===== config.mk =====
export PLATFORM = sky130hd
export DESIGN_NAME = timer_oneshot_pulse_width_capture
export DESIGN_NICKNAME = d
export VERILOG_FILES = /design/src/tmr_pkg.sv /design/src/edge_detect.sv /design/src/timer_oneshot_pulse_width_capture.sv
export VERILOG_INCLUDE_DIRS = /design/src /design/src/src
export SDC_FILE = /design/constraint.sdc
export NUM_CORES = 1
export LEC_CHECK = 0
export BUFFER_PORTS_ARGS = -buffer_cell sky130_fd_sc_hd__buf_2
export CORE_ASPECT_RATIO = 1.2
export CORE_MARGIN = 5
export CORE_UTILIZATION = 30
export DETAILED_ROUTE_END_ITERATION = 7
export PLACE_DENSITY_LB_ADDON = 0.05
export SYNTH_ARGS = -nofsm -noshare
export SYNTH_HDL_FRONTEND = slang
export SYNTH_SLANG_ARGS = --single-unit
export TNS_END_PERCENT = 5

===== constraint.sdc =====
create_clock -name pclk -period 2.5 [get_ports pclk]
set_input_delay 0.25 -clock pclk [delete_from_list [all_inputs] [get_ports pclk]]
set_output_delay 0.25 -clock pclk [all_outputs]
set_load 0.005 [all_outputs]

===== src/tmr_cfg.svh =====
// register offsets, field positions, reset values and limits of the timer
`ifndef TMR_CFG_SVH
`define TMR_CFG_SVH

`define TMR_ADDR_W 8
`define TMR_OFF_COUNT 8'h00
`define TMR_OFF_CCA 8'h04
`define TMR_OFF_CCB 8'h08
`define TMR_OFF_MODE 8'h0C
`define TMR_OFF_CCCTL 8'h10
`define TMR_OFF_OUTCTL 8'h14
`define TMR_OFF_EDGE 8'h18

`define TMR_MODE_OVF_BIT 0
`define TMR_MODE_LO_BIT 2
`define TMR_MODE_HI_BIT 3

`define TMR_CC_A_CAP_BIT 0
`define TMR_CC_A_SELB_BIT 1
`define TMR_CC_B_CAP_BIT 2

`define TMR_OC_DRIVE_BIT 0
`define TMR_OC_INVA_BIT 1
`define TMR_OC_PRELO_BIT 2
`define TMR_OC_PREHI_BIT 3
`define TMR_OC_INVB_BIT 4
`define TMR_OC_OSEN_BIT 5
`define TMR_OC_OSTRIG_BIT 6

`define TMR_EDGE_FALL 2'h0
`define TMR_EDGE_RISE 2'h1
`define TMR_EDGE_NONE 2'h2
`define TMR_EDGE_BOTH 2'h3
`define TMR_EDGE_RESET 2'h2

`define TMR_CNT_MAX 16'hFFFF
`define TMR_CNT_ZERO 16'h0000

`endif


===== src/tmr_pkg.sv =====
// types shared by the timer channel and its edge detector
package tmr_pkg;

    // operating mode in the order of its two-bit encoding
    typedef enum logic [1:0] {
        MODE_STOP,
        MODE_FREE,
        MODE_CLEAR_ON_A,
        MODE_CLEAR_ON_MATCH
    } op_mode_t;

    // edge detector state and result
    typedef struct packed {
        logic prev;
        logic valid;
        logic opposite;
    } edge_state_t;

    // whole state of the timer channel
    typedef struct packed {
        logic [15:0] cnt;
        logic [15:0] cca;
        logic [15:0] ccb;
        op_mode_t mode;
        logic ovf;
        logic cca_cap;
        logic cca_sel_b;
        logic ccb_cap;
        logic drive_en;
        logic inv_a;
        logic inv_b;
        logic os_en;
        logic [1:0] edge_a;
        logic [1:0] edge_b;
        logic out_lvl;
        logic os_active;
        logic irq_a;
        logic irq_b;
        logic [31:0] prdata;
    } tmr_state_t;

endpackage : tmr_pkg


===== src/edge_detect.sv =====
// edge detector for one timer input with selectable valid edge
`timescale 1ns/1ps
`default_nettype none
`include "tmr_cfg.svh"

module edge_detect (
    input wire logic pclk,
    input wire logic presetn,
    input wire logic sig,
    input wire logic [1:0] edge_sel,
    output logic valid_edge,
    output logic opposite_edge
);
    tmr_pkg::edge_state_t s_q;
    tmr_pkg::edge_state_t s_d;
    logic rise;
    logic fall;

    // classify the change against the selected valid edge
    always_comb begin
        rise = sig & ~s_q.prev;
        fall = ~sig & s_q.prev;
        s_d = s_q;
        s_d.prev = sig;
        case (edge_sel)
            `TMR_EDGE_FALL: begin
                s_d.valid = fall;
                s_d.opposite = rise;
            end
            `TMR_EDGE_RISE: begin
                s_d.valid = rise;
                s_d.opposite = fall;
            end
            `TMR_EDGE_BOTH: begin
                s_d.valid = rise | fall;
                s_d.opposite = 1'b0;
            end
            default: begin
                s_d.valid = 1'b0;
                s_d.opposite = 1'b0;
            end
        endcase
    end

    always_ff @(posedge pclk or negedge presetn) begin
        if (!presetn) begin
            s_q <= '0;
        end else begin
            s_q <= s_d;
        end
    end

    assign valid_edge = s_q.valid;
    assign opposite_edge = s_q.opposite;
endmodule : edge_detect

`default_nettype wire


===== src/timer_oneshot_pulse_width_capture.sv =====
// 16-bit timer channel: compare match, one-shot pulse and edge capture
`timescale 1ns/1ps
`default_nettype none
`include "tmr_cfg.svh"

// What this block does
// - match events when compare equals counter
// - one-shot only in modes 01/10 when enabled
// - trigger clears counter, emits one pulse
// - one-shot match A: event and toggle
// - one-shot match B: event and toggle
// - count register reads live without disturbing
// - two-input: A edge to B, B to A
// - single input: opposite edge A, valid B
// - clear mode: capture then clear on valid
// - register A trigger selects input A or B
// - overflow flag set on wrap outside mode 11, keep counting
// - mode 11: A sets period, B width
module timer_oneshot_pulse_width_capture (
    input wire logic pclk,
    input wire logic presetn,
    input wire logic psel,
    input wire logic penable,
    input wire logic pwrite,
    input wire logic [31:0] paddr,
    input wire logic [31:0] pwdata,
    output logic [31:0] prdata,
    output logic pready,
    output logic pslverr,
    input wire logic edge_input_a,
    input wire logic edge_input_b,
    output logic pulse_output,
    output logic pulse_output_en,
    output logic match_irq_a,
    output logic match_irq_b
);
    tmr_pkg::tmr_state_t s_q;
    tmr_pkg::tmr_state_t s_d;
    logic a_valid;
    logic a_opp;
    logic b_valid;
    logic b_opp;
    logic wr;
    logic setup;
    logic mapped;
    logic running;
    logic os_ok;
    logic soft_trig;
    logic trig;
    logic match_a;
    logic match_b;
    logic toggle_ok;
    logic cap_a_evt;
    logic cap_b_evt;
    logic [`TMR_ADDR_W-1:0] addr;

    // register offset decode
    function automatic logic is_mapped(input logic [`TMR_ADDR_W-1:0] a);
        case (a)
            `TMR_OFF_COUNT, `TMR_OFF_CCA, `TMR_OFF_CCB, `TMR_OFF_MODE,
            `TMR_OFF_CCCTL, `TMR_OFF_OUTCTL, `TMR_OFF_EDGE: is_mapped = 1'b1;
            default: is_mapped = 1'b0;
        endcase
    endfunction : is_mapped

    edge_detect u_edge_a (
        .pclk(pclk),
        .presetn(presetn),
        .sig(edge_input_a),
        .edge_sel(s_q.edge_a),
        .valid_edge(a_valid),
        .opposite_edge(a_opp)
    );

    edge_detect u_edge_b (
        .pclk(pclk),
        .presetn(presetn),
        .sig(edge_input_b),
        .edge_sel(s_q.edge_b),
        .valid_edge(b_valid),
        .opposite_edge(b_opp)
    );

    // bus decode: zero wait states, error on unmapped offsets
    assign addr = paddr[`TMR_ADDR_W-1:0];
    assign mapped = is_mapped(addr) && (paddr[31:`TMR_ADDR_W] == '0);
    assign setup = psel & ~penable;
    assign wr = psel & penable & pwrite & mapped;
    assign pready = psel & penable;
    assign pslverr = psel & penable & ~mapped;

    // event terms of the counter
    assign running = (s_q.mode != tmp_stop());
    assign os_ok = s_q.os_en && (s_q.mode == tmr_pkg::MODE_FREE ||
        s_q.mode == tmr_pkg::MODE_CLEAR_ON_A);
    assign soft_trig = wr && addr == `TMR_OFF_OUTCTL &&
        pwdata[`TMR_OC_OSTRIG_BIT];
    assign trig = os_ok & (soft_trig | a_valid);
    assign match_a = running & ~s_q.cca_cap & (s_q.cnt == s_q.cca);
    assign match_b = running & ~s_q.ccb_cap & (s_q.cnt == s_q.ccb);
    assign toggle_ok = ~os_ok | s_q.os_active;
    assign cap_b_evt = running & s_q.ccb_cap & a_valid;
    assign cap_a_evt = running & s_q.cca_cap &
        (s_q.cca_sel_b ? b_valid : a_opp);

    function automatic tmr_pkg::op_mode_t tmp_stop();
        tmp_stop = tmr_pkg::MODE_STOP;
    endfunction : tmp_stop

    // next state of the whole channel
    always_comb begin
        s_d = s_q;
        s_d.irq_a = 1'b0;
        s_d.irq_b = 1'b0;
        // counter: stop, trigger clear, period clear, or count up
        if (!running) begin
            s_d.cnt = `TMR_CNT_ZERO;
        end else if (trig || (s_q.mode == tmr_pkg::MODE_CLEAR_ON_A &&
                a_valid)) begin
            s_d.cnt = `TMR_CNT_ZERO;
        end else if (s_q.mode == tmr_pkg::MODE_CLEAR_ON_MATCH && match_a) begin
            s_d.cnt = `TMR_CNT_ZERO;
        end else begin
            s_d.cnt = s_q.cnt + 16'h0001;
        end
        // compare matches raise events and may toggle the output
        if (match_a) begin
            s_d.irq_a = 1'b1;
            if (s_q.inv_a && toggle_ok) begin
                s_d.out_lvl = ~s_q.out_lvl;
            end
            s_d.os_active = 1'b0;
        end
        if (match_b) begin
            s_d.irq_b = 1'b1;
            if (s_q.inv_b && toggle_ok) begin
                s_d.out_lvl = ~s_d.out_lvl;
            end
        end
        // captures of the live count
        if (cap_b_evt) begin
            s_d.ccb = s_q.cnt;
            s_d.irq_b = 1'b1;
        end
        if (cap_a_evt) begin
            s_d.cca = s_q.cnt;
            s_d.irq_a = 1'b1;
        end
        if (trig) begin
            s_d.os_active = 1'b1;
        end
        // register writes
        if (wr) begin
            case (addr)
                `TMR_OFF_CCA: s_d.cca = pwdata[15:0];
                `TMR_OFF_CCB: s_d.ccb = pwdata[15:0];
                `TMR_OFF_MODE: begin
                    s_d.mode = tmr_pkg::op_mode_t'(
                        pwdata[`TMR_MODE_HI_BIT:`TMR_MODE_LO_BIT]);
                    s_d.ovf = pwdata[`TMR_MODE_OVF_BIT];
                end
                `TMR_OFF_CCCTL: begin
                    s_d.cca_cap = pwdata[`TMR_CC_A_CAP_BIT];
                    s_d.cca_sel_b = pwdata[`TMR_CC_A_SELB_BIT];
                    s_d.ccb_cap = pwdata[`TMR_CC_B_CAP_BIT];
                end
                `TMR_OFF_OUTCTL: begin
                    s_d.drive_en = pwdata[`TMR_OC_DRIVE_BIT];
                    s_d.inv_a = pwdata[`TMR_OC_INVA_BIT];
                    s_d.inv_b = pwdata[`TMR_OC_INVB_BIT];
                    s_d.os_en = pwdata[`TMR_OC_OSEN_BIT];
                    if (!running && pwdata[`TMR_OC_PREHI_BIT] &&
                            !pwdata[`TMR_OC_PRELO_BIT]) begin
                        s_d.out_lvl = 1'b1;
                    end else if (!running && pwdata[`TMR_OC_PRELO_BIT] &&
                            !pwdata[`TMR_OC_PREHI_BIT]) begin
                        s_d.out_lvl = 1'b0;
                    end
                end
                `TMR_OFF_EDGE: begin
                    s_d.edge_a = pwdata[1:0];
                    s_d.edge_b = pwdata[3:2];
                end
                default: begin
                end
            endcase
        end
        // a wrap sets the flag, over a mode write too, but not in mode 11 or when a clear lands in the same cycle
        if (running && s_q.cnt == `TMR_CNT_MAX && s_d.cnt == `TMR_CNT_ZERO &&
                !(trig || (s_q.mode == tmr_pkg::MODE_CLEAR_ON_A && a_valid))
                && s_q.mode != tmr_pkg::MODE_CLEAR_ON_MATCH) begin
            s_d.ovf = 1'b1;
        end
        // read data is sampled in the setup cycle
        if (setup) begin
            case (addr)
                `TMR_OFF_COUNT: s_d.prdata = {16'h0000, s_q.cnt};
                `TMR_OFF_CCA: s_d.prdata = {16'h0000, s_q.cca};
                `TMR_OFF_CCB: s_d.prdata = {16'h0000, s_q.ccb};
                `TMR_OFF_MODE: s_d.prdata = {28'h0000000, s_q.mode, 1'b0,
                    s_q.ovf};
                `TMR_OFF_CCCTL: s_d.prdata = {29'h00000000, s_q.ccb_cap,
                    s_q.cca_sel_b, s_q.cca_cap};
                `TMR_OFF_OUTCTL: s_d.prdata = {26'h0000000, s_q.os_en,
                    s_q.inv_b, 2'h0, s_q.inv_a, s_q.drive_en};
                `TMR_OFF_EDGE: s_d.prdata = {28'h0000000, s_q.edge_b,
                    s_q.edge_a};
                default: s_d.prdata = 32'h00000000;
            endcase
        end
    end

    // state register
    always_ff @(posedge pclk or negedge presetn) begin
        if (!presetn) begin
            s_q <= '0;
            s_q.edge_a <= `TMR_EDGE_RESET;
            s_q.edge_b <= `TMR_EDGE_RESET;
        end else begin
            s_q <= s_d;
        end
    end

    // outputs come straight from the state register
    assign prdata = s_q.prdata;
    assign pulse_output = s_q.out_lvl;
    assign pulse_output_en = s_q.drive_en;
    assign match_irq_a = s_q.irq_a;
    assign match_irq_b = s_q.irq_b;

    // compare match A raises its event one cycle later
    match_a_evt_a: assert property (@(posedge pclk) disable iff (!presetn)
        match_a |=> match_irq_a) else $error("match A event missing");

    // compare match B raises its event one cycle later
    match_b_evt_a: assert property (@(posedge pclk) disable iff (!presetn)
        match_b |=> match_irq_b) else $error("match B event missing");

    // a one-shot trigger restarts the counter at zero
    trig_clear_a: assert property (@(posedge pclk) disable iff (!presetn)
        trig |=> (s_q.cnt == 16'h0000 && s_q.os_active))
        else $error("trigger did not restart counter");

    // no trigger is accepted outside modes 01 and 10
    oneshot_mode_a: assert property (@(posedge pclk) disable iff (!presetn)
        (s_q.mode == tmr_pkg::MODE_STOP ||
        s_q.mode == tmr_pkg::MODE_CLEAR_ON_MATCH || !s_q.os_en) |-> !trig)
        else $error("trigger outside one-shot modes");

    // match A during a one-shot toggles the pin and ends the pulse
    os_end_a: assert property (@(posedge pclk) disable iff (!presetn)
        (match_a && !match_b && s_q.os_active && s_q.inv_a && !wr && !trig)
        |=> (pulse_output != $past(pulse_output) && !s_q.os_active))
        else $error("one-shot end wrong");

    // match B during a one-shot toggles the pin
    os_start_a: assert property (@(posedge pclk) disable iff (!presetn)
        (match_b && !match_a && s_q.os_active && s_q.inv_b && !wr)
        |=> pulse_output != $past(pulse_output))
        else $error("one-shot start missing");

    // a valid A edge stores the live count in register B
    cap_b_a: assert property (@(posedge pclk) disable iff (!presetn)
        (cap_b_evt && !wr) |=> (s_q.ccb == $past(s_q.cnt) && match_irq_b))
        else $error("capture into B wrong");

    // a register A trigger stores the live count in register A
    cap_a_a: assert property (@(posedge pclk) disable iff (!presetn)
        (cap_a_evt && !wr) |=> (s_q.cca == $past(s_q.cnt) && match_irq_a))
        else $error("capture into A wrong");

    // clear-on-A mode clears the counter on the valid edge
    clear_on_a_a: assert property (@(posedge pclk) disable iff (!presetn)
        (s_q.mode == tmr_pkg::MODE_CLEAR_ON_A && a_valid)
        |=> s_q.cnt == 16'h0000) else $error("clear on edge failed");

    // free-running wrap sets the overflow flag and restarts at zero
    wrap_ovf_a: assert property (@(posedge pclk) disable iff (!presetn)
        (s_q.mode == tmr_pkg::MODE_FREE && s_q.cnt == 16'hFFFF && !trig)
        |=> (s_q.ovf && s_q.cnt == 16'h0000))
        else $error("overflow not flagged");

    // a count read returns the count seen in the setup cycle
    count_read_a: assert property (@(posedge pclk) disable iff (!presetn)
        (setup && addr == `TMR_OFF_COUNT) |=> prdata == {16'h0000,
        $past(s_q.cnt)}) else $error("count read wrong");

    // mode 11 restarts the period at compare A
    ppg_period_a: assert property (@(posedge pclk) disable iff (!presetn)
        (s_q.mode == tmr_pkg::MODE_CLEAR_ON_MATCH && match_a)
        |=> s_q.cnt == 16'h0000) else $error("period not restarted");

    // free running advances by one every clock without a one-shot trigger, reads included
    free_count_a: assert property (@(posedge pclk)
        disable iff (!presetn)
        (s_q.mode == tmr_pkg::MODE_FREE && !trig)
        |=> s_q.cnt == $past(s_q.cnt) + 16'h0001)
        else $error("free count did not advance");

    // an armed one-shot keeps the pin still while no pulse runs
    os_idle_a: assert property (@(posedge pclk)
        disable iff (!presetn)
        (os_ok && !s_q.os_active && !trig)
        |=> pulse_output == $past(pulse_output))
        else $error("pin moved between pulses");
endmodule : timer_oneshot_pulse_width_capture

`default_nettype wire


# Word-level counts from Yosys, hierarchy flattened
# Cells that the tools add are included.
# W data, S select, Z words.
# totals
reg_bits,103
latchBits,0
ram_bits,0
romBits,0
inputBits,71
n_memories,0
# op_classes
addsub,1
n_mul,0
div_mod_pow,0
order_cmp,0
eq_ne,17
n_shift,0
muxes,29
bitwise_logic,33
reduce_logical,37
# ops
operator,n
$mux W16,7
$pmux W16 S7,1
$mux W47,1
$eq A16 B16 Y1,2
$eq A8 B5 Y1 const B,3
$logic_not A24 Y1,1
$and A1 B1 Y1,18
$add A16 B1 Y16 const B,1
$eq A16 B16 Y1 const B,1
$eq A8 B4 Y1 const B,2
$logic_and A1 B1 Y1,16
$logic_not A16 Y1,1
$mux W1,13
$pmux W2 S3,2
$not A1 Y1,11
$reduce_and A2 Y1,5
$mux W3,3
$eq A2 B2 Y1 const B,4
$eq A8 B3 Y1 const B,1
$logic_not A8 Y1,1
$mux W4,2
$reduce_bool A2 Y1,4
$reduce_or A7 Y1,1
$eq A2 B1 Y1 const B,3
5 further kinds,13

# Longest topological paths before layout
# logic_depth
word_depth,18
mapped_depth,9
depth_no_buf,8

# Modules after synthesis
# From an unflattened synthesis, not the netlist that was laid out.
# hier_totals
cells_unflattened,571
hier_area_um2,5357.6
# modules_own_cells
module,instances,cells_each,area_per_inst_um2,seq_area_each_um2
timer_oneshot_pulse_width_capture,1,547,5074.9,2054.5
edge_detect,2,12,141.4,75.1

# Worst setup path after synthesis
# OpenSTA, ideal clock, no wires.
# synth_timing
path_type,reg2reg
from,reg s_q[86] (netlist name)
to,reg s_q (netlist bit pulse_output)
arrival_time_ps,1849
t_required_ps,2380
setup_slack_ps,532
stages_incl_launch_ff,9
n_path_buf,1
period_less_slack_ps,1968
path_cell_list,dfrtp_1 > buf_2 > xor2_1 > nor4_2 > nand3_1 > o2111ai_2 > nand2_1 > o311a_1 > and3_1
# synth_lines
item,line,source
"start, declared",timer_oneshot_pulse_width_capture.sv:37,tmr_pkg::tmr_state_t s_q;

==> out/results.md <==
| Quantity | This run | Unit |
| --- | --- | --- |
| Outcome | completed | - |
| Synth area leader | dfrtp_1 | - |
| Clock insertion delay at the later pin of the skew report | 0.35 | ns |
| Max H-tree Level | 3 | - |
| Worst min-delay path class | in -> async | - |
| Synth Area per Inst | 9.69 | um2 |
| Setup slack, reg-to-reg | 0.27 | ns |
| Synthesized instance count | 530 | - |
| Hold_buf cts | 0 | - |
| Final worst path period share | 89.3 | % |
| Total wire length after detailed routing | 14.6 | mm |
| Total of cells resized after clock tree synthesis | 0 | - |
| Peak supply drop | 0.280 | mV |
| Max Transition Viols Final | 0 | - |
| R2r startpoint | s_q[48] | - |
| Post-synthesis xor/xnor area fraction | 7.84 | % |
| Setup-violating endpoint count in the final report | 0 | - |
| Detailed-route wire length per cell | 18.0 | um |
| Total inserted antenna cells | 0 | - |
| Slew at the pin closest to its max-slew limit | 0.955 | ns |
| Number of nets in the finished design | 672 | - |
| Achievable Freq | 0.448 | GHz |
| Number of vias after detailed routing | 3999 | - |
| Number of CTS-inserted buffers | 9 | - |
| Average via count per standard cell | 4.91 | - |
| Post-CTS setup buffer count | 0 | - |
| Effective utilization at floorplan | 30.5 | % |
| Fraction of the mapped netlist area in simple logic gates | 16.0 | % |
| Share of the core filled with cells in the final layout | 35.4 | % |
| Violation count after the first detailed-route iteration | 165 | - |
| Startpoint of the worst setup timing path | s_q[48] | - |
| Setup slack after placement | 0.271 | ns |
| Layout cells sized above 1 | 24.7 | % |
| Count of yosys warnings during synthesis | 0 | - |
| Number of placement rows | 52 | - |
| Number of primary I/O pins | 109 | - |
| Multiplexer share of the synthesized area | 9.81 | % |
| Count of nets left with antenna violations after detail routing | 0 | - |
| Total half-perimeter wirelength after legalization and detailed placement | 10.7 | mm |
| Growth of design area from synthesis to finish | 16.1 | % |
| Max-cap violations | 0 | - |
| Slowest Stage Delay on Critical Path | 0.44 | ns |
| Worst-case clock buffer depth | 2 | - |
| Worst setup margin | 0.268 | ns |
| Max Clock Skew | 0.0122 | ns |
| Endpoint of the worst register-to-register path | pulse_output | - |
| Cell at the slowest stage of the critical path | dfrtp_1 | - |
| Post-synth top area share | 41.4 | % |
| Number of failing hold endpoints at the final stage | 0 | - |
| Cell area after synthesis | 0.00514 | mm2 |
| Clock sink total | 87 | - |
| Area enclosed by the die boundary | 0.0199 | mm2 |
| Required time at the endpoint of the critical path | 2.73 | ns |
| Clock tree from TritonCTS | yes | - |
| GR Overflow Total | 0 | - |
| First-pass GRT wire length | 23.4 | mm |
| Worst reg-to-reg path cell count | 8 | - |
| Vias in the first global route | 4046 | - |
| Register bit count reported by yosys | 87 | - |
| Share of synthesized cell area in full adder, half adder and majority cells | 1.95 | % |
| Largest family of logic cells by synthesized area | simple AND/OR/NAND/NOR gates | - |
| Root Buffer Master | clkbuf_16 | - |
| Initial antenna violation count | 0 | - |
| Largest net degree at the start of global routing | 70 | - |
| Complex-gate fraction of the synthesized area | 13.0 | % |
| Pre-Repair DR Iteration Count | 4 | - |
| Slew Limit Headroom | 36.3 | % |
| Die boundary width | 129 | um |
| DR DRC count | 0 | - |
| Most common library cells after synthesis | 85 x dfrtp_1, 59 x nor2_1, 41 x a21oi_1 | - |
| Seq/Total Area, Yosys | 42.4 | % |
| GPL Wtd Cong | 0.788 | - |
| Power per standard cell area | 512 | mW/mm2 |
| Tot GR Track Use | 15.3 | % |
| Top_reg_cell synth | dfrtp_1 | - |
| CP startpoint kind | flip-flop | - |
| Final Critical Period | 2.23 | ns |
| Core ar. | 0.0169 | mm2 |
| RSZ-0062 raised after global routing | false | - |
| Critical Path End Type | flip-flop | - |
| I/O Buffers | 76 | - |
| Total Negative Setup Slacks | 0 | ns |
| Library cell with the highest instance count after synthesis | dfrtp_1 | - |
| Proportion of register bits with asynchronous set or reset after synthesis | 100 | % |
| Crit Path Category | reg -> reg | - |
| Static leakage | 2.63 | nW |
| Main area contributors after synthesis | dfrtp_1 41%, mux2i_1 7.4%, buf_4 4.7% | - |
| Clock-pin slew on the worst setup and hold paths | 0.07 | ns |
| Post-synth cell types | 50 | - |
| Cell Chain, Critical Path | inv_1, ha_1, nor3_1, nand3_1, o2111ai_2, nand2_1, o311a_1, and3_1 | - |
| Number of enable-type register cells in the synthesized netlist | 0 | - |
| Chip height | 153 | um |
| Maximum fanout along the worst path | 7 | - |
| Worst endpoint data arrival time | 2.46 | ns |
==> through the flow <==
step	instance area (um2)	hold slack [ns]	power (mW)	std cells
after global placement	5640	0.389	1.60	798
after CTS	5960	0.0220	3.11	814
after floorplan	5190	-0.0456	1.52	545
final	5960	0.0324	3.05	814
after detailed placement	5640	0.389	1.60	798
after global routing	5960	0.0300	3.18	814
==> report_power, final <==
group / internal [mW] / switching [mW]
combinational: 0.0548 / 0.0947
clock: 0.878 / 0.606
sequential: 1.42 / 0.00391
==> cell type report <==
cell class / count / area, um2
clock buffer: 9 / 225
clock inverter: 7 / 96.3
fill: 1774 / 10900
inverter: 12 / 45.0
multi-input combinational: 380 / 2560
sequential: 87 / 2180
tap: 216 / 270
timing repair buffer: 103 / 586
==> cell families after synthesis <==
kind of cell,after synthesis
fa+ha+maj,8
mux,49
xor+xnor,46
flops,87
simple gates,159
other cells,1
compound gates,102
buf+inv,78
==> sequential cells by signal, indices dropped and copies added, names as in the netlist <==
register	cells
match_irq_b	1
u_edge_b.s_q	1
prdata	16
match_irq_a	1
u_edge_a.s_q	1
u_edge_a.opposite_edge	1
u_edge_b.valid_edge	1
pulse_output_en	1
u_edge_a.valid_edge	1
s_q	62
pulse_output	1
==> layer usage <==
layer	wire, um	vias to the layer above	GRT usage [%]
met3	566	13	2.30
met2	7550	87	26.4
met1	6310	1964	19.7
met5	0	-	0
li1	-	1935	-
met4	210	0	4.65
==> critical path, delay by kind of cell, from the launching register on <==
kind | cells | cell delay (ns)
simple gates | 4 | 0.75
flops | 1 | 0.44
compound gates | 2 | 0.52
buf+inv | 1 | 0.09
fa+ha+maj | 1 | 0.32
==> cells in the final DEF, fill, tap and decap left out, types with 12 or more instances in the layout <==
cell,synthesis,layout
nand2_1,37,37
o21ai_0,18,18
buf_4,32,28
conb_1,1,16
inv_1,12,12
nand3_1,13,13
xnor2_1,22,22
xor2_1,24,24
a21oi_1,41,41
dfrtp_1,85,85
buf_2,23,75
mux2i_1,38,38
a22o_1,12,12
nor2_1,59,59
==> how the worst max path moves through the flow <==
stage / end / slack (ns)
floorplan: pulse_output / 0.53
global placement: pulse_output / 0.29
detailed placement: pulse_output / 0.27
CTS: pulse_output / 0.24
global route: pulse_output / 0.09
finish: pulse_output / 0.27
Power figures use the tool's default switching activity.
